`config.mk`:
```
export PLATFORM = sky130hd
export DESIGN_NAME = fsp_sequencer
export DESIGN_NICKNAME = d
export VERILOG_FILES = /design/src/hdl/fsp_pkg.sv /design/src/hdl/fsp_timer_if.sv /design/src/hdl/fsp_sequencer.sv /design/src/hdl/fsp_op_timer.sv
export SDC_FILE = /design/constraint.sdc
export NUM_CORES = 1
export LEC_CHECK = 0
export ABC_AREA = 1
export BUFFER_PORTS_ARGS = -buffer_cell sky130_fd_sc_hd__buf_2
export CAP_MARGIN = 5
export CORE_UTILIZATION = 57
export CTS_CLUSTER_DIAMETER = 120
export DETAILED_ROUTE_END_ITERATION = 6
export PLACE_DENSITY = 0.86
export SKIP_CTS_REPAIR_TIMING = 1
export SYNTH_ARGS = -nofsm -noshare
export SYNTH_HDL_FRONTEND = slang
export SYNTH_SLANG_ARGS = --single-unit
```
`constraint.sdc`:
```
create_clock -name mclk_in -period 2.5 [get_ports mclk_in]
set_clock_uncertainty 0.05 [all_clocks]
set_input_delay 0.5 -clock mclk_in [delete_from_list [all_inputs] [get_ports mclk_in]]
set_output_delay 0.5 -clock mclk_in [all_outputs]
set_load 0.005 [all_outputs]
```
`src/hdl/fsp_pkg.sv`:
```
// constants, register map and types of the flash row self-programming sequencer
// assumes a 100 MHz system clock and a 32-bit Avalon-MM register port
package fsp_pkg;

  // timing: one erase or program cycle lasts nominally 2 ms
  localparam int CLK_FREQ_MHZ = 100;
  localparam int OP_TIME_US = 2000;
  localparam int OP_CYCLES = OP_TIME_US * CLK_FREQ_MHZ;

  // register byte offsets on the Avalon-MM port
  localparam logic [4:0] OFS_CONTROL = 5'h00;
  localparam logic [4:0] OFS_KEY = 5'h04;
  localparam logic [4:0] OFS_PAGE = 5'h08;
  localparam logic [4:0] OFS_OFFSET = 5'h0c;
  localparam logic [4:0] OFS_TBLPAGE = 5'h10;

  // control register fields
  localparam int CTL_START_BIT = 15;
  localparam int CTL_PERMIT_BIT = 14;
  localparam int CTL_ERASE_BIT = 6;
  localparam int CTL_OP_MSB = 3;
  localparam int CTL_OP_LSB = 0;
  localparam logic [3:0] CTL_OP_ROW = 4'h1;
  localparam logic [15:0] CTL_SW_MASK = 16'h404f;

  // reset values
  localparam logic [15:0] CTL_RESET = 16'h0000;
  localparam logic [7:0] PAGE_RESET = 8'h00;
  localparam logic [15:0] OFFSET_RESET = 16'h0000;
  localparam logic [7:0] TBLPAGE_RESET = 8'h00;

  // unlock key values, in order
  localparam logic [7:0] KEY_FIRST = 8'h55;
  localparam logic [7:0] KEY_SECOND = 8'haa;

  // row geometry: 32 instruction words, two address units each
  localparam int ROW_WORDS = 32;
  localparam int ROW_ALIGN_BITS = 6;

  // table page bit that selects configuration space
  localparam int TBL_CONFIG_BIT = 7;

  // unlock tracker states
  typedef enum logic [1:0]
  {
    FSP_KEY_IDLE = 2'b00,
    FSP_KEY_HALF = 2'b01,
    FSP_KEY_OPEN = 2'b10
  } fsp_key_t;

endpackage

```
`src/hdl/fsp_timer_if.sv`:
```
// carrier between the sequencer and its operation timer
// assumes both ends run on the same clock
`timescale 1ns/100ps
`default_nettype none
interface fsp_timer_if;
  logic start; // one-cycle launch pulse
  logic busy; // high while the flash cycle runs
  logic done; // one-cycle pulse at the end of the cycle
  modport ctrl (output start, input busy, input done);
  modport timer (input start, output busy, output done);
endinterface
`default_nettype wire

```
`src/hdl/fsp_sequencer.sv`:
```
// flash row self-programming sequencer with Avalon-MM register port
// assumes the flash array and its write latches sit outside and obey go and erase
//
// Notes on behaviour
// - full setup, unlock, start needed; else nothing
// - control bit 15 launches the operation
// - hardware clears bit 15 at completion
// - operation lasts 2 ms, core stalled throughout
// - operations act on one 32-word row
// - row address is page plus 16-bit offset
// - table address is page plus EA; bit7 configuration
//
// Chosen here: the Avalon-MM slave port and the address map.
`timescale 1ns/100ps
`default_nettype none
module fsp_sequencer
#(
  parameter int unsigned OP_CYCLES = fsp_pkg::OP_CYCLES
)
(
  // clock and reset
  input wire logic mclk_in,
  input wire logic nrst_in,
  // Avalon-MM slave
  input wire logic [4:0] avs_address_in,
  input wire logic avs_read_in,
  input wire logic avs_write_in,
  input wire logic [31:0] avs_writedata_in,
  input wire logic [3:0] avs_byteenable_in,
  output logic [31:0] avs_readdata_out,
  output logic avs_waitrequest_out,
  // flash array control
  output logic flash_go_out,
  output logic flash_erase_out,
  output logic [23:0] flash_row_addr_out,
  output logic core_stall_out,
  // table access address construction
  input wire logic [15:0] table_ea_in,
  output logic [23:0] table_addr_out,
  output logic table_config_space_out
);

  ////////////////////////////////////////////////////////////////////////////////
  // declarations

  fsp_timer_if tmr_link (); // launch and busy link to the timer

  logic [15:0] flash_op_control; // control: start, permit, erase, op type
  logic [7:0] row_page_reg; // upper part of the row address
  logic [15:0] row_offset_reg; // in-page effective address
  logic [7:0] table_page_select; // page for table reads and writes
  fsp_pkg::fsp_key_t key_state; // unlock tracker
  fsp_pkg::fsp_key_t next_key_state;
  logic ack; // bus answer cycle
  logic bus_req; // read or write pending
  logic bus_fire; // access completes at this edge
  logic wr_fire; // write completes at this edge
  logic launch; // accepted start request
  logic [15:0] ctl_written; // control value after a write

  // merge a 16-bit write through the two low byte enables
  function automatic logic [15:0] be_merge(input logic [15:0] old_v, input logic [15:0] new_v,
                                           input logic [1:0] be);
    be_merge = {be[1] ? new_v[15:8] : old_v[15:8], be[0] ? new_v[7:0] : old_v[7:0]};
  endfunction

  // address decode shared by the write and read paths
  function automatic logic hit(input logic [4:0] addr, input logic [4:0] ofs);
    hit = (addr == ofs);
  endfunction

  ////////////////////////////////////////////////////////////////////////////////
  // bus handshake: one wait cycle, held off entirely while the core stalls

  assign bus_req = avs_read_in | avs_write_in;
  assign bus_fire = bus_req & ack;
  assign wr_fire = avs_write_in & ack;
  assign avs_waitrequest_out = bus_req & ~ack;

  // answer one cycle after the request, never during a flash cycle
  always_ff @(posedge mclk_in or negedge nrst_in)
  begin
    if (!nrst_in)
    begin
      ack <= 1'b0;
    end
    else
    begin
      ack <= bus_req & ~ack & ~tmr_link.busy;
    end
  end

  // read data loaded on the edge that raises ack
  always_ff @(posedge mclk_in or negedge nrst_in)
  begin
    if (!nrst_in)
    begin
      avs_readdata_out <= 32'h0000_0000;
    end
    else if (avs_read_in && !ack && !tmr_link.busy)
    begin
      if (hit(avs_address_in, fsp_pkg::OFS_CONTROL))
        avs_readdata_out <= {16'h0000, flash_op_control};
      else if (hit(avs_address_in, fsp_pkg::OFS_PAGE))
        avs_readdata_out <= {24'h00_0000, row_page_reg};
      else if (hit(avs_address_in, fsp_pkg::OFS_OFFSET))
        avs_readdata_out <= {16'h0000, row_offset_reg};
      else if (hit(avs_address_in, fsp_pkg::OFS_TBLPAGE))
        avs_readdata_out <= {24'h00_0000, table_page_select};
      else
        avs_readdata_out <= 32'h0000_0000; // key register and holes read zero
    end
  end

  ////////////////////////////////////////////////////////////////////////////////
  // unlock tracker: 55 then AA as back-to-back key writes opens it

  always_comb
  begin
    next_key_state = key_state;
    if (wr_fire)
    begin
      if (hit(avs_address_in, fsp_pkg::OFS_KEY) && avs_byteenable_in[0]
          && avs_writedata_in[7:0] == fsp_pkg::KEY_FIRST)
        next_key_state = fsp_pkg::FSP_KEY_HALF;
      else if (hit(avs_address_in, fsp_pkg::OFS_KEY) && avs_byteenable_in[0]
               && avs_writedata_in[7:0] == fsp_pkg::KEY_SECOND && key_state == fsp_pkg::FSP_KEY_HALF)
        next_key_state = fsp_pkg::FSP_KEY_OPEN;
      else
        next_key_state = fsp_pkg::FSP_KEY_IDLE;
    end
  end

  // state register; a stray code falls back to locked
  always_ff @(posedge mclk_in or negedge nrst_in)
  begin
    if (!nrst_in)
    begin
      key_state <= fsp_pkg::FSP_KEY_IDLE;
    end
    else
    begin
      unique case (next_key_state)
        fsp_pkg::FSP_KEY_IDLE: key_state <= fsp_pkg::FSP_KEY_IDLE;
        fsp_pkg::FSP_KEY_HALF: key_state <= fsp_pkg::FSP_KEY_HALF;
        fsp_pkg::FSP_KEY_OPEN: key_state <= fsp_pkg::FSP_KEY_OPEN;
        default: key_state <= fsp_pkg::FSP_KEY_IDLE;
      endcase
    end
  end

  ////////////////////////////////////////////////////////////////////////////////
  // start acceptance

  assign ctl_written = be_merge(flash_op_control, avs_writedata_in[15:0], avs_byteenable_in[1:0]);

  // launch only on an opened lock, with permit and a row op requested
  assign launch = wr_fire && hit(avs_address_in, fsp_pkg::OFS_CONTROL) && avs_byteenable_in[1]
                  && avs_writedata_in[fsp_pkg::CTL_START_BIT]
                  && key_state == fsp_pkg::FSP_KEY_OPEN
                  && ctl_written[fsp_pkg::CTL_PERMIT_BIT]
                  && ctl_written[fsp_pkg::CTL_OP_MSB:fsp_pkg::CTL_OP_LSB] == fsp_pkg::CTL_OP_ROW;

  assign tmr_link.start = launch;

  ////////////////////////////////////////////////////////////////////////////////
  // control register: software fields plus the hardware-owned start bit

  always_ff @(posedge mclk_in or negedge nrst_in)
  begin
    if (!nrst_in)
    begin
      flash_op_control <= fsp_pkg::CTL_RESET;
    end
    else
    begin
      if (wr_fire && hit(avs_address_in, fsp_pkg::OFS_CONTROL))
      begin
        // software fields only; start is never written directly
        flash_op_control <= (ctl_written & fsp_pkg::CTL_SW_MASK)
                            | {launch, 15'h0000};
      end
      else if (tmr_link.done)
      begin
        flash_op_control[fsp_pkg::CTL_START_BIT] <= 1'b0;
      end
    end
  end

  ////////////////////////////////////////////////////////////////////////////////
  // address registers

  always_ff @(posedge mclk_in or negedge nrst_in)
  begin
    if (!nrst_in)
    begin
      row_page_reg <= fsp_pkg::PAGE_RESET;
      row_offset_reg <= fsp_pkg::OFFSET_RESET;
      table_page_select <= fsp_pkg::TBLPAGE_RESET;
    end
    else if (wr_fire)
    begin
      if (hit(avs_address_in, fsp_pkg::OFS_PAGE) && avs_byteenable_in[0])
        row_page_reg <= avs_writedata_in[7:0];
      if (hit(avs_address_in, fsp_pkg::OFS_OFFSET))
        row_offset_reg <= be_merge(row_offset_reg, avs_writedata_in[15:0], avs_byteenable_in[1:0]);
      if (hit(avs_address_in, fsp_pkg::OFS_TBLPAGE) && avs_byteenable_in[0])
        table_page_select <= avs_writedata_in[7:0];
    end
  end

  ////////////////////////////////////////////////////////////////////////////////
  // flash array outputs, captured at launch

  always_ff @(posedge mclk_in or negedge nrst_in)
  begin
    if (!nrst_in)
    begin
      flash_go_out <= 1'b0;
      flash_erase_out <= 1'b0;
      flash_row_addr_out <= 24'h00_0000;
    end
    else
    begin
      flash_go_out <= launch;
      if (launch)
      begin
        flash_erase_out <= ctl_written[fsp_pkg::CTL_ERASE_BIT];
        // page over in-page offset, trimmed to the row boundary
        flash_row_addr_out <= {row_page_reg, row_offset_reg[15:fsp_pkg::ROW_ALIGN_BITS],
                               {fsp_pkg::ROW_ALIGN_BITS{1'b0}}};
      end
    end
  end

  assign core_stall_out = tmr_link.busy;

  ////////////////////////////////////////////////////////////////////////////////
  // table access address: page above the data effective address

  always_ff @(posedge mclk_in or negedge nrst_in)
  begin
    if (!nrst_in)
    begin
      table_addr_out <= 24'h00_0000;
      table_config_space_out <= 1'b0;
    end
    else
    begin
      table_addr_out <= {table_page_select, table_ea_in};
      table_config_space_out <= table_page_select[fsp_pkg::TBL_CONFIG_BIT];
    end
  end

  ////////////////////////////////////////////////////////////////////////////////
  // operation timer

  fsp_op_timer #(.OP_CYCLES(OP_CYCLES)) u_timer
  (
    .mclk_in(mclk_in),
    .nrst_in(nrst_in),
    .tmr(tmr_link.timer)
  );

endmodule
`default_nettype wire

```
`src/hdl/fsp_op_timer.sv`:
```
// timer that measures out one flash erase or program cycle
// assumes start only arrives while the timer is idle
`timescale 1ns/100ps
`default_nettype none
module fsp_op_timer
#(
  parameter int unsigned OP_CYCLES = fsp_pkg::OP_CYCLES
)
(
  // clock and reset
  input wire logic mclk_in,
  input wire logic nrst_in,
  // link to the sequencer
  fsp_timer_if.timer tmr
);

  localparam int CW = $clog2(OP_CYCLES + 1);

  logic [CW-1:0] cnt; // cycles left in the current operation

  ////////////////////////////////////////////////////////////////////////////////
  // busy lasts exactly OP_CYCLES cycles; done marks the last busy cycle so that
  // the start bit clears on the same edge at which the stall ends
  always_ff @(posedge mclk_in or negedge nrst_in)
  begin
    if (!nrst_in)
    begin
      cnt <= '0;
      tmr.busy <= 1'b0;
      tmr.done <= 1'b0;
    end
    else
    begin
      tmr.done <= 1'b0;
      if (!tmr.busy && tmr.start)
      begin
        // launch: load the nominal cycle length less one
        tmr.busy <= 1'b1;
        cnt <= CW'(OP_CYCLES - 1);
        tmr.done <= (OP_CYCLES == 1);
      end
      else if (tmr.busy)
      begin
        if (cnt == '0)
        begin
          // cycle over
          tmr.busy <= 1'b0;
        end
        else
        begin
          cnt <= cnt - 1'b1;
          // flag the final busy cycle
          tmr.done <= (cnt == CW'(1));
        end
      end
    end
  end

endmodule
`default_nettype wire

```
# After elaboration in Yosys (flattened, before gate mapping)
# Index checks and enable logic that the tools add are counted.
[totals]
reg_bits = 148
latchBits = 0
ramBits = 0
rom_bits = 0
inputBits = 61
output_inout_bits = 85
wordCells = 85
n_memories = 0
[op_classes]
addsub = 1
multipliers = 0
n_div = 0
n_lt_le_gt_ge = 0
n_eq_ne = 13
n_shift = 0
muxes = 21
bitwise = 7
n_reduce_logical = 26
[ops]
columns = ["operator", "n"]
rows = [
  ["18-bit 2-to-1 mux", 3],
  ["16-bit 2-to-1 mux", 3],
  ["18-bit by 1-bit == test with 1-bit output (second input constant)", 1],
  ["18-bit zero test", 1],
  ["18-bit by 1-bit subtractor with 18-bit output (second input constant)", 1],
  ["15-bit by 16-bit bitwise OR with 16-bit output", 1],
  ["1-bit logical AND", 15],
  ["7-bit 2-to-1 mux", 2],
  ["5-bit by 4-bit == test with 1-bit output (second input constant)", 2],
  ["8-bit by 7-bit == test with 1-bit output (second input constant)", 1],
  ["8-bit == test (second input constant)", 1],
  ["1-bit 2-to-1 mux", 8],
  ["8-bit 2-to-1 mux", 1],
  ["2-bit 2-to-1 mux", 3],
  ["2-bit AND reduction", 3],
  ["3-bit AND reduction", 2],
  ["5-bit by 3-bit == test with 1-bit output (second input constant)", 1],
  ["5-bit == test (second input constant)", 1],
  ["5-bit zero test", 1],
  ["2-bit by 1-bit == test with 1-bit output (second input constant)", 2],
  ["2-bit == test (second input constant)", 2],
  ["4-bit by 1-bit == test with 1-bit output (second input constant)", 1],
  ["2-bit one-hot mux with 2 select lines", 1],
  ["2-bit nonzero test", 2],
  ["5 further kinds", 9],
]

# Depth between registers and ports, before layout
[depth]
depth_word = 10
mapped_depth = 11
ltp_nobuf = 10

# Cells and area by module
# From an unflattened synthesis, not the netlist that was laid out.
[hier_totals]
cells_unflattened = 659
hier_area_um2 = 5820.6
[by_module_without_submodules]
columns = ["mod", "instances", "cells_each", "area_each_um2", "seq_area_each_um2"]
rows = [
  ["fsp_sequencer", 1, 472, 4481.8, 2552.4],
  ["fsp_op_timer", 1, 187, 1338.8, 500.5],
]

# Least setup slack after synthesis
# OpenSTA, ideal clock, no wires.
[synth_path]
path_kind = "flip-flop to flip-flop"
startpoint = "register u_timer.cnt[0]"
endpoint = "register u_timer.cnt[17]"
setup_ns = 0.113
arrival_time_ns = 1.465
required_time_ns = 2.337
setup_slack_ns = 0.872
stages_incl_launch_ff = 11
n_path_buf = 1
synth_period_minus_slack_ns = 1.628
path_cell_list = "dfrtp_1 > inv_1 > ha_1 > nand2_1 > nor2_2 > nand3_2 > nand2_2 > buf_4 > nand3_1 > nand2_1 > inv_1"
[synth_between]
elab_chain_cells = 4
elab_cells_between_ends = 7
classes_between = "1 x add/sub; 1 x eq/ne; 3 x mux; 2 x reduce/logical"
[synth_lines]
columns = ["item", "line_no", "source"]
rows = [
  ["start, declared", "fsp_op_timer.sv:19", "logic [CW-1:0] cnt;"],
  ["start signal, assigned", "fsp_op_timer.sv:39", "cnt <= CW'(OP_CYCLES - 1);"],
  ["start signal, assigned", "fsp_op_timer.sv:51", "cnt <= cnt - 1'b1;"],
  ["18-bit by 1-bit subtractor with 18-bit output", "fsp_op_timer.sv:51", ""],
  ["18-bit 2-to-1 mux", "fsp_op_timer.sv:44", "if (cnt == '0)"],
  ["18-bit 2-to-1 mux", "fsp_op_timer.sv:42", "else if (tmr.busy)"],
  ["18-bit 2-to-1 mux", "fsp_op_timer.sv:35", "if (!tmr.busy && tmr.start)"],
]
# Several ways; a longest one is shown, not always the timed one. The select of a mux whose other input is x is not followed.
# A chain may end at the register's enable or synchronous reset.

# Worst setup path after layout
[layout_path]
startpoint = "register u_timer.cnt[0]"
endpoint = "register u_timer.cnt[9]"
# The elaborated chain is that of the path after synthesis.

==> qor.tcl <==
set qor(num_rows) 35
set qor(detailroute.via_count) 4466
set qor(die-area_um2) 9860
set qor(library_cell_used_as_clock_root_buffer) {clkbuf_8}
set qor(grt_pass1_wl_mm) 19.7
set qor(syn-cell-area_um2) 5390
set qor(switching_share) 0.232
set qor(switching_power_mw) 1.03
set qor(synthXorXnorAreaFrac) 0.0130
set qor(cts_htree_levels) 4
set qor(ys_warn_count) 0
set qor(dr.pass1.iters) 5
set qor(global_route.usage.total) 0.258
set qor(synth.yosys.seq_area_share) 0.566
set qor(critical_path_required_ps) 2890
set qor(number_of_antenna_violations_at_the_first_check_in_global_routing) 0
set qor(fin_crit_ps) 2000
set qor(port-buffer-count) 105
set qor(reg.largest.list) {table_addr_out (24), flash_row_addr_out (18), u_timer.cnt (18)}
set qor(flow.area_growth_from_synthesis_pct) 20.8
set qor(report.final.hold_viol_count) 0
set qor(die_width_um) 99.3
set qor(critical_path_arrival_ps) 2390
set qor(nNetsFinal) 787
set qor(top_library_cells_by_usage_in_the_layout_fill_and_taps_aside) {153 x nand2_1, 122 x dfrtp_1, 104 x buf_2, 63 x inv_1, 55 x o21ai_0}
set qor(drive_gt1_frac) 0.235
set qor(status) {finished, final reports clean}
set qor(p_int_mw) 3.41
set qor(drt-total-wl_mm) 11.9
set qor(share_seq_of_total_power) 0.450
set qor(tns_ps) 0
set qor(route.detailed.drc) 0
set qor(synth_fa_ha_area_frac) 0.00464
set qor(tightest_slew_ps) 527
set qor(viasPerCell) 5.27
set qor(globalRouteOverflowTotal) 0
set qor(post_synth_main_area_contributors) {dfrtp_1 57%, nand2_1 11%, o21ai_0 5.1%, inv_1 4.4%, nand3_1 3.8%}
set qor(min-delay-path-class) {input pin to register}
set qor(cp_max_fo) 12
set qor(postSynthAreaPerCell_um2) 8.87
set qor(gp_congestion) 0.943
set qor(path_cells) {inv_1 -> ha_1 -> nand2_1 -> nor2_2 -> nand3_2 -> nand2_2 -> buf_4 -> nand3_1 -> o21ai_0}
set qor(power_per_cell_area_nw_per_um2) 681
set qor(cp-start-kind) {register}
set qor(numPlacedInstances) 815
set qor(finalMaxSlewViolations) 0
set qor(main_combinational_cell_family_by_area_after_synthesis) {simple AND/OR/NAND/NOR gates}
set qor(wl_per_cell_um) 14.0
set qor(initial_cell_density_of_the_core) 0.587
set qor(maxSlewHeadroom) 0.649
set qor(first_global_vias) 4305
set qor(drt_iter0_drc) 287
set qor(core_region_area_um2) 9200
set qor(pin_count) 146
set qor(cts_tree) {yes}
set qor(max_flop_register) {table_addr_out}
set qor(largest_register_ffs) 24
set qor(worst_path_max_delay_cell) {dfrtp_1}
set qor(cts-root-to-sink-buffers) 2
set qor(antenna_violating_nets_left) 0
set qor(worstSetupPathType) {register to register}
set qor(synth.lib_cells_used.distinct) 33
set qor(synth_top_area_frac) 0.566
set qor(synthMuxAreaShare) 0
set qor(synthesis.instances) 608
set qor(synth_area_in_compound_gates) 0.101
set qor(p_leak_nw) 3.42
set qor(grt_setup_unrepaired) {false}
set qor(cp-end-kind) {register}
set qor(clock_power_share) 0.515
set qor(detailedPlacementHpwl_mm) 8.46
set qor(achievable-frequency_mhz) 500
set qor(power.combinational.fraction) 0.035
set qor(num_antenna_cells) 0
set qor(max_cap_viol_count) 0
set qor(clock_insertion_delay_worst_skew_ps) 520
set qor(clkSlewWorstSetupHoldPaths_ps) 60
set qor(setup_viol_count_final) 0
set qor(layout_commonest_cell) {nand2_1}
set qor(die_h_um) 99.3
set qor(grt_max_degree) 43
set qor(postSynthRegisterBits) 122
set qor(final_cell_count_no_fill) 848
set qor(synth_top_cell_by_area) {dfrtp_1}
set qor(ir_drop_v) 0.000465
set qor(timing.final.crit_share) 0.800
set qor(max_stage_delay_ps) 390
set qor(cts_buffers) 17
set qor(yosys.area_share.simple) 0.215
set qor(clock_sink_total) 122
[kinds of logic after synthesis]
kind of cell,after synthesis
other cells,1
compound gates,97
xor+xnor,8
simple gates,272
buf+inv,106
fa+ha+maj,2
flops,122
[power groups by stage]
stage | clock (mW) | combinational [mW] | sequential, mW
global route | 2.40 | 0.175 | 2.00
detailed placement | 0 | 0.153 | 2.03
global placement | 0 | 0.148 | 2.03
finish | 2.29 | 0.154 | 2.00
floorplan | 0 | 0.0676 | 2.04
CTS | 2.32 | 0.154 | 2.00
[area by class of cell]
class	instances	area, um2
well taps	111	139
fillers	707	2680
clock inverters	14	139
clock buffers	18	428
multi-input cells	401	1890
inverters	68	260
repair buffers	114	611
flip-flops and latches	122	3050
[critical path, delay by kind of cell, from the launching register on]
| family | cells | cell delay (ps) |
|---|---|---|
| flops | 1 | 390 |
| fa+ha+maj | 1 | 230 |
| simple gates | 5 | 830 |
| buf+inv | 2 | 320 |
| compound gates | 1 | 80 |
[layer usage]
| metal | up-vias | global-route usage | share of wire |
|---|---|---|---|
| met5 | - | 0 | 0 |
| met4 | 0 | 0.107 | 0.019 |
| met3 | 23 | 0.0611 | 0.063 |
| met2 | 197 | 0.428 | 0.49 |
| met1 | 2106 | 0.327 | 0.42 |
| li1 | 2140 | - | - |
[path summary, 6_finish.rpt]
| check | start | end | slack, ps | cells past startpoint |
|---|---|---|---|---|
| setup / recovery | u_timer.cnt[0] | u_timer.cnt[9] | 500 | 9 |
| hold / removal | table_ea_in[8] | table_addr_out[8] | 40 | 1 |
| setup reg to reg | u_timer.cnt[0] | u_timer.cnt[9] | 500 | 9 |
| hold reg to reg | table_page_select[2] | table_addr_out[18] | 360 | 0 |
| max in group asynchronous | nrst_in | row_page_reg[4] | 1200 | 3 |
| min in group asynchronous | nrst_in | table_addr_out[5] | 470 | 2 |
[synth_stat cells]
| cell type | count |
|---|---|
| a21oi_1 | 15 |
| nand3_2 | 2 |
| o21a_1 | 1 |
| o21ai_0 | 55 |
| conb_1 | 1 |
| nor2_1 | 52 |
| nor3_1 | 2 |
| clkbuf_1 | 3 |
| nand2_2 | 4 |
| o21bai_1 | 1 |
| buf_4 | 25 |
| dfrtp_1 | 122 |
| nor4_1 | 1 |
| buf_2 | 6 |
| ha_1 | 2 |
| o311ai_0 | 1 |
| nor2_2 | 5 |
| buf_6 | 4 |
| inv_2 | 4 |
| nand3_1 | 41 |
| a22oi_1 | 4 |
| o211ai_1 | 1 |
| nor2_4 | 1 |
| clkinv_4 | 1 |
| a31oi_1 | 1 |
| xor2_1 | 8 |
| o21ai_2 | 10 |
| nand4_1 | 9 |
| nand4_4 | 1 |
| o21ai_1 | 8 |
| nand2_1 | 153 |
| inv_1 | 63 |
| and2_1 | 1 |
[stage by stage]
step | utilization | setup WS [ps] | cell area [um2] | total power, mW | hold WS, ps
floorplan | - | 872 | 5470 | 2.10 | 154
global placement | 0.646 | 545 | 5940 | 2.18 | 345
detailed placement | 0.646 | 502 | 5940 | 2.19 | 349
CTS | 0.707 | 506 | 6500 | 4.47 | -78.4
global route | 0.708 | 360 | 6520 | 4.57 | 18.8
finish | 0.708 | 499 | 6520 | 4.44 | 37.6
(Power assumes the default switching activity.)
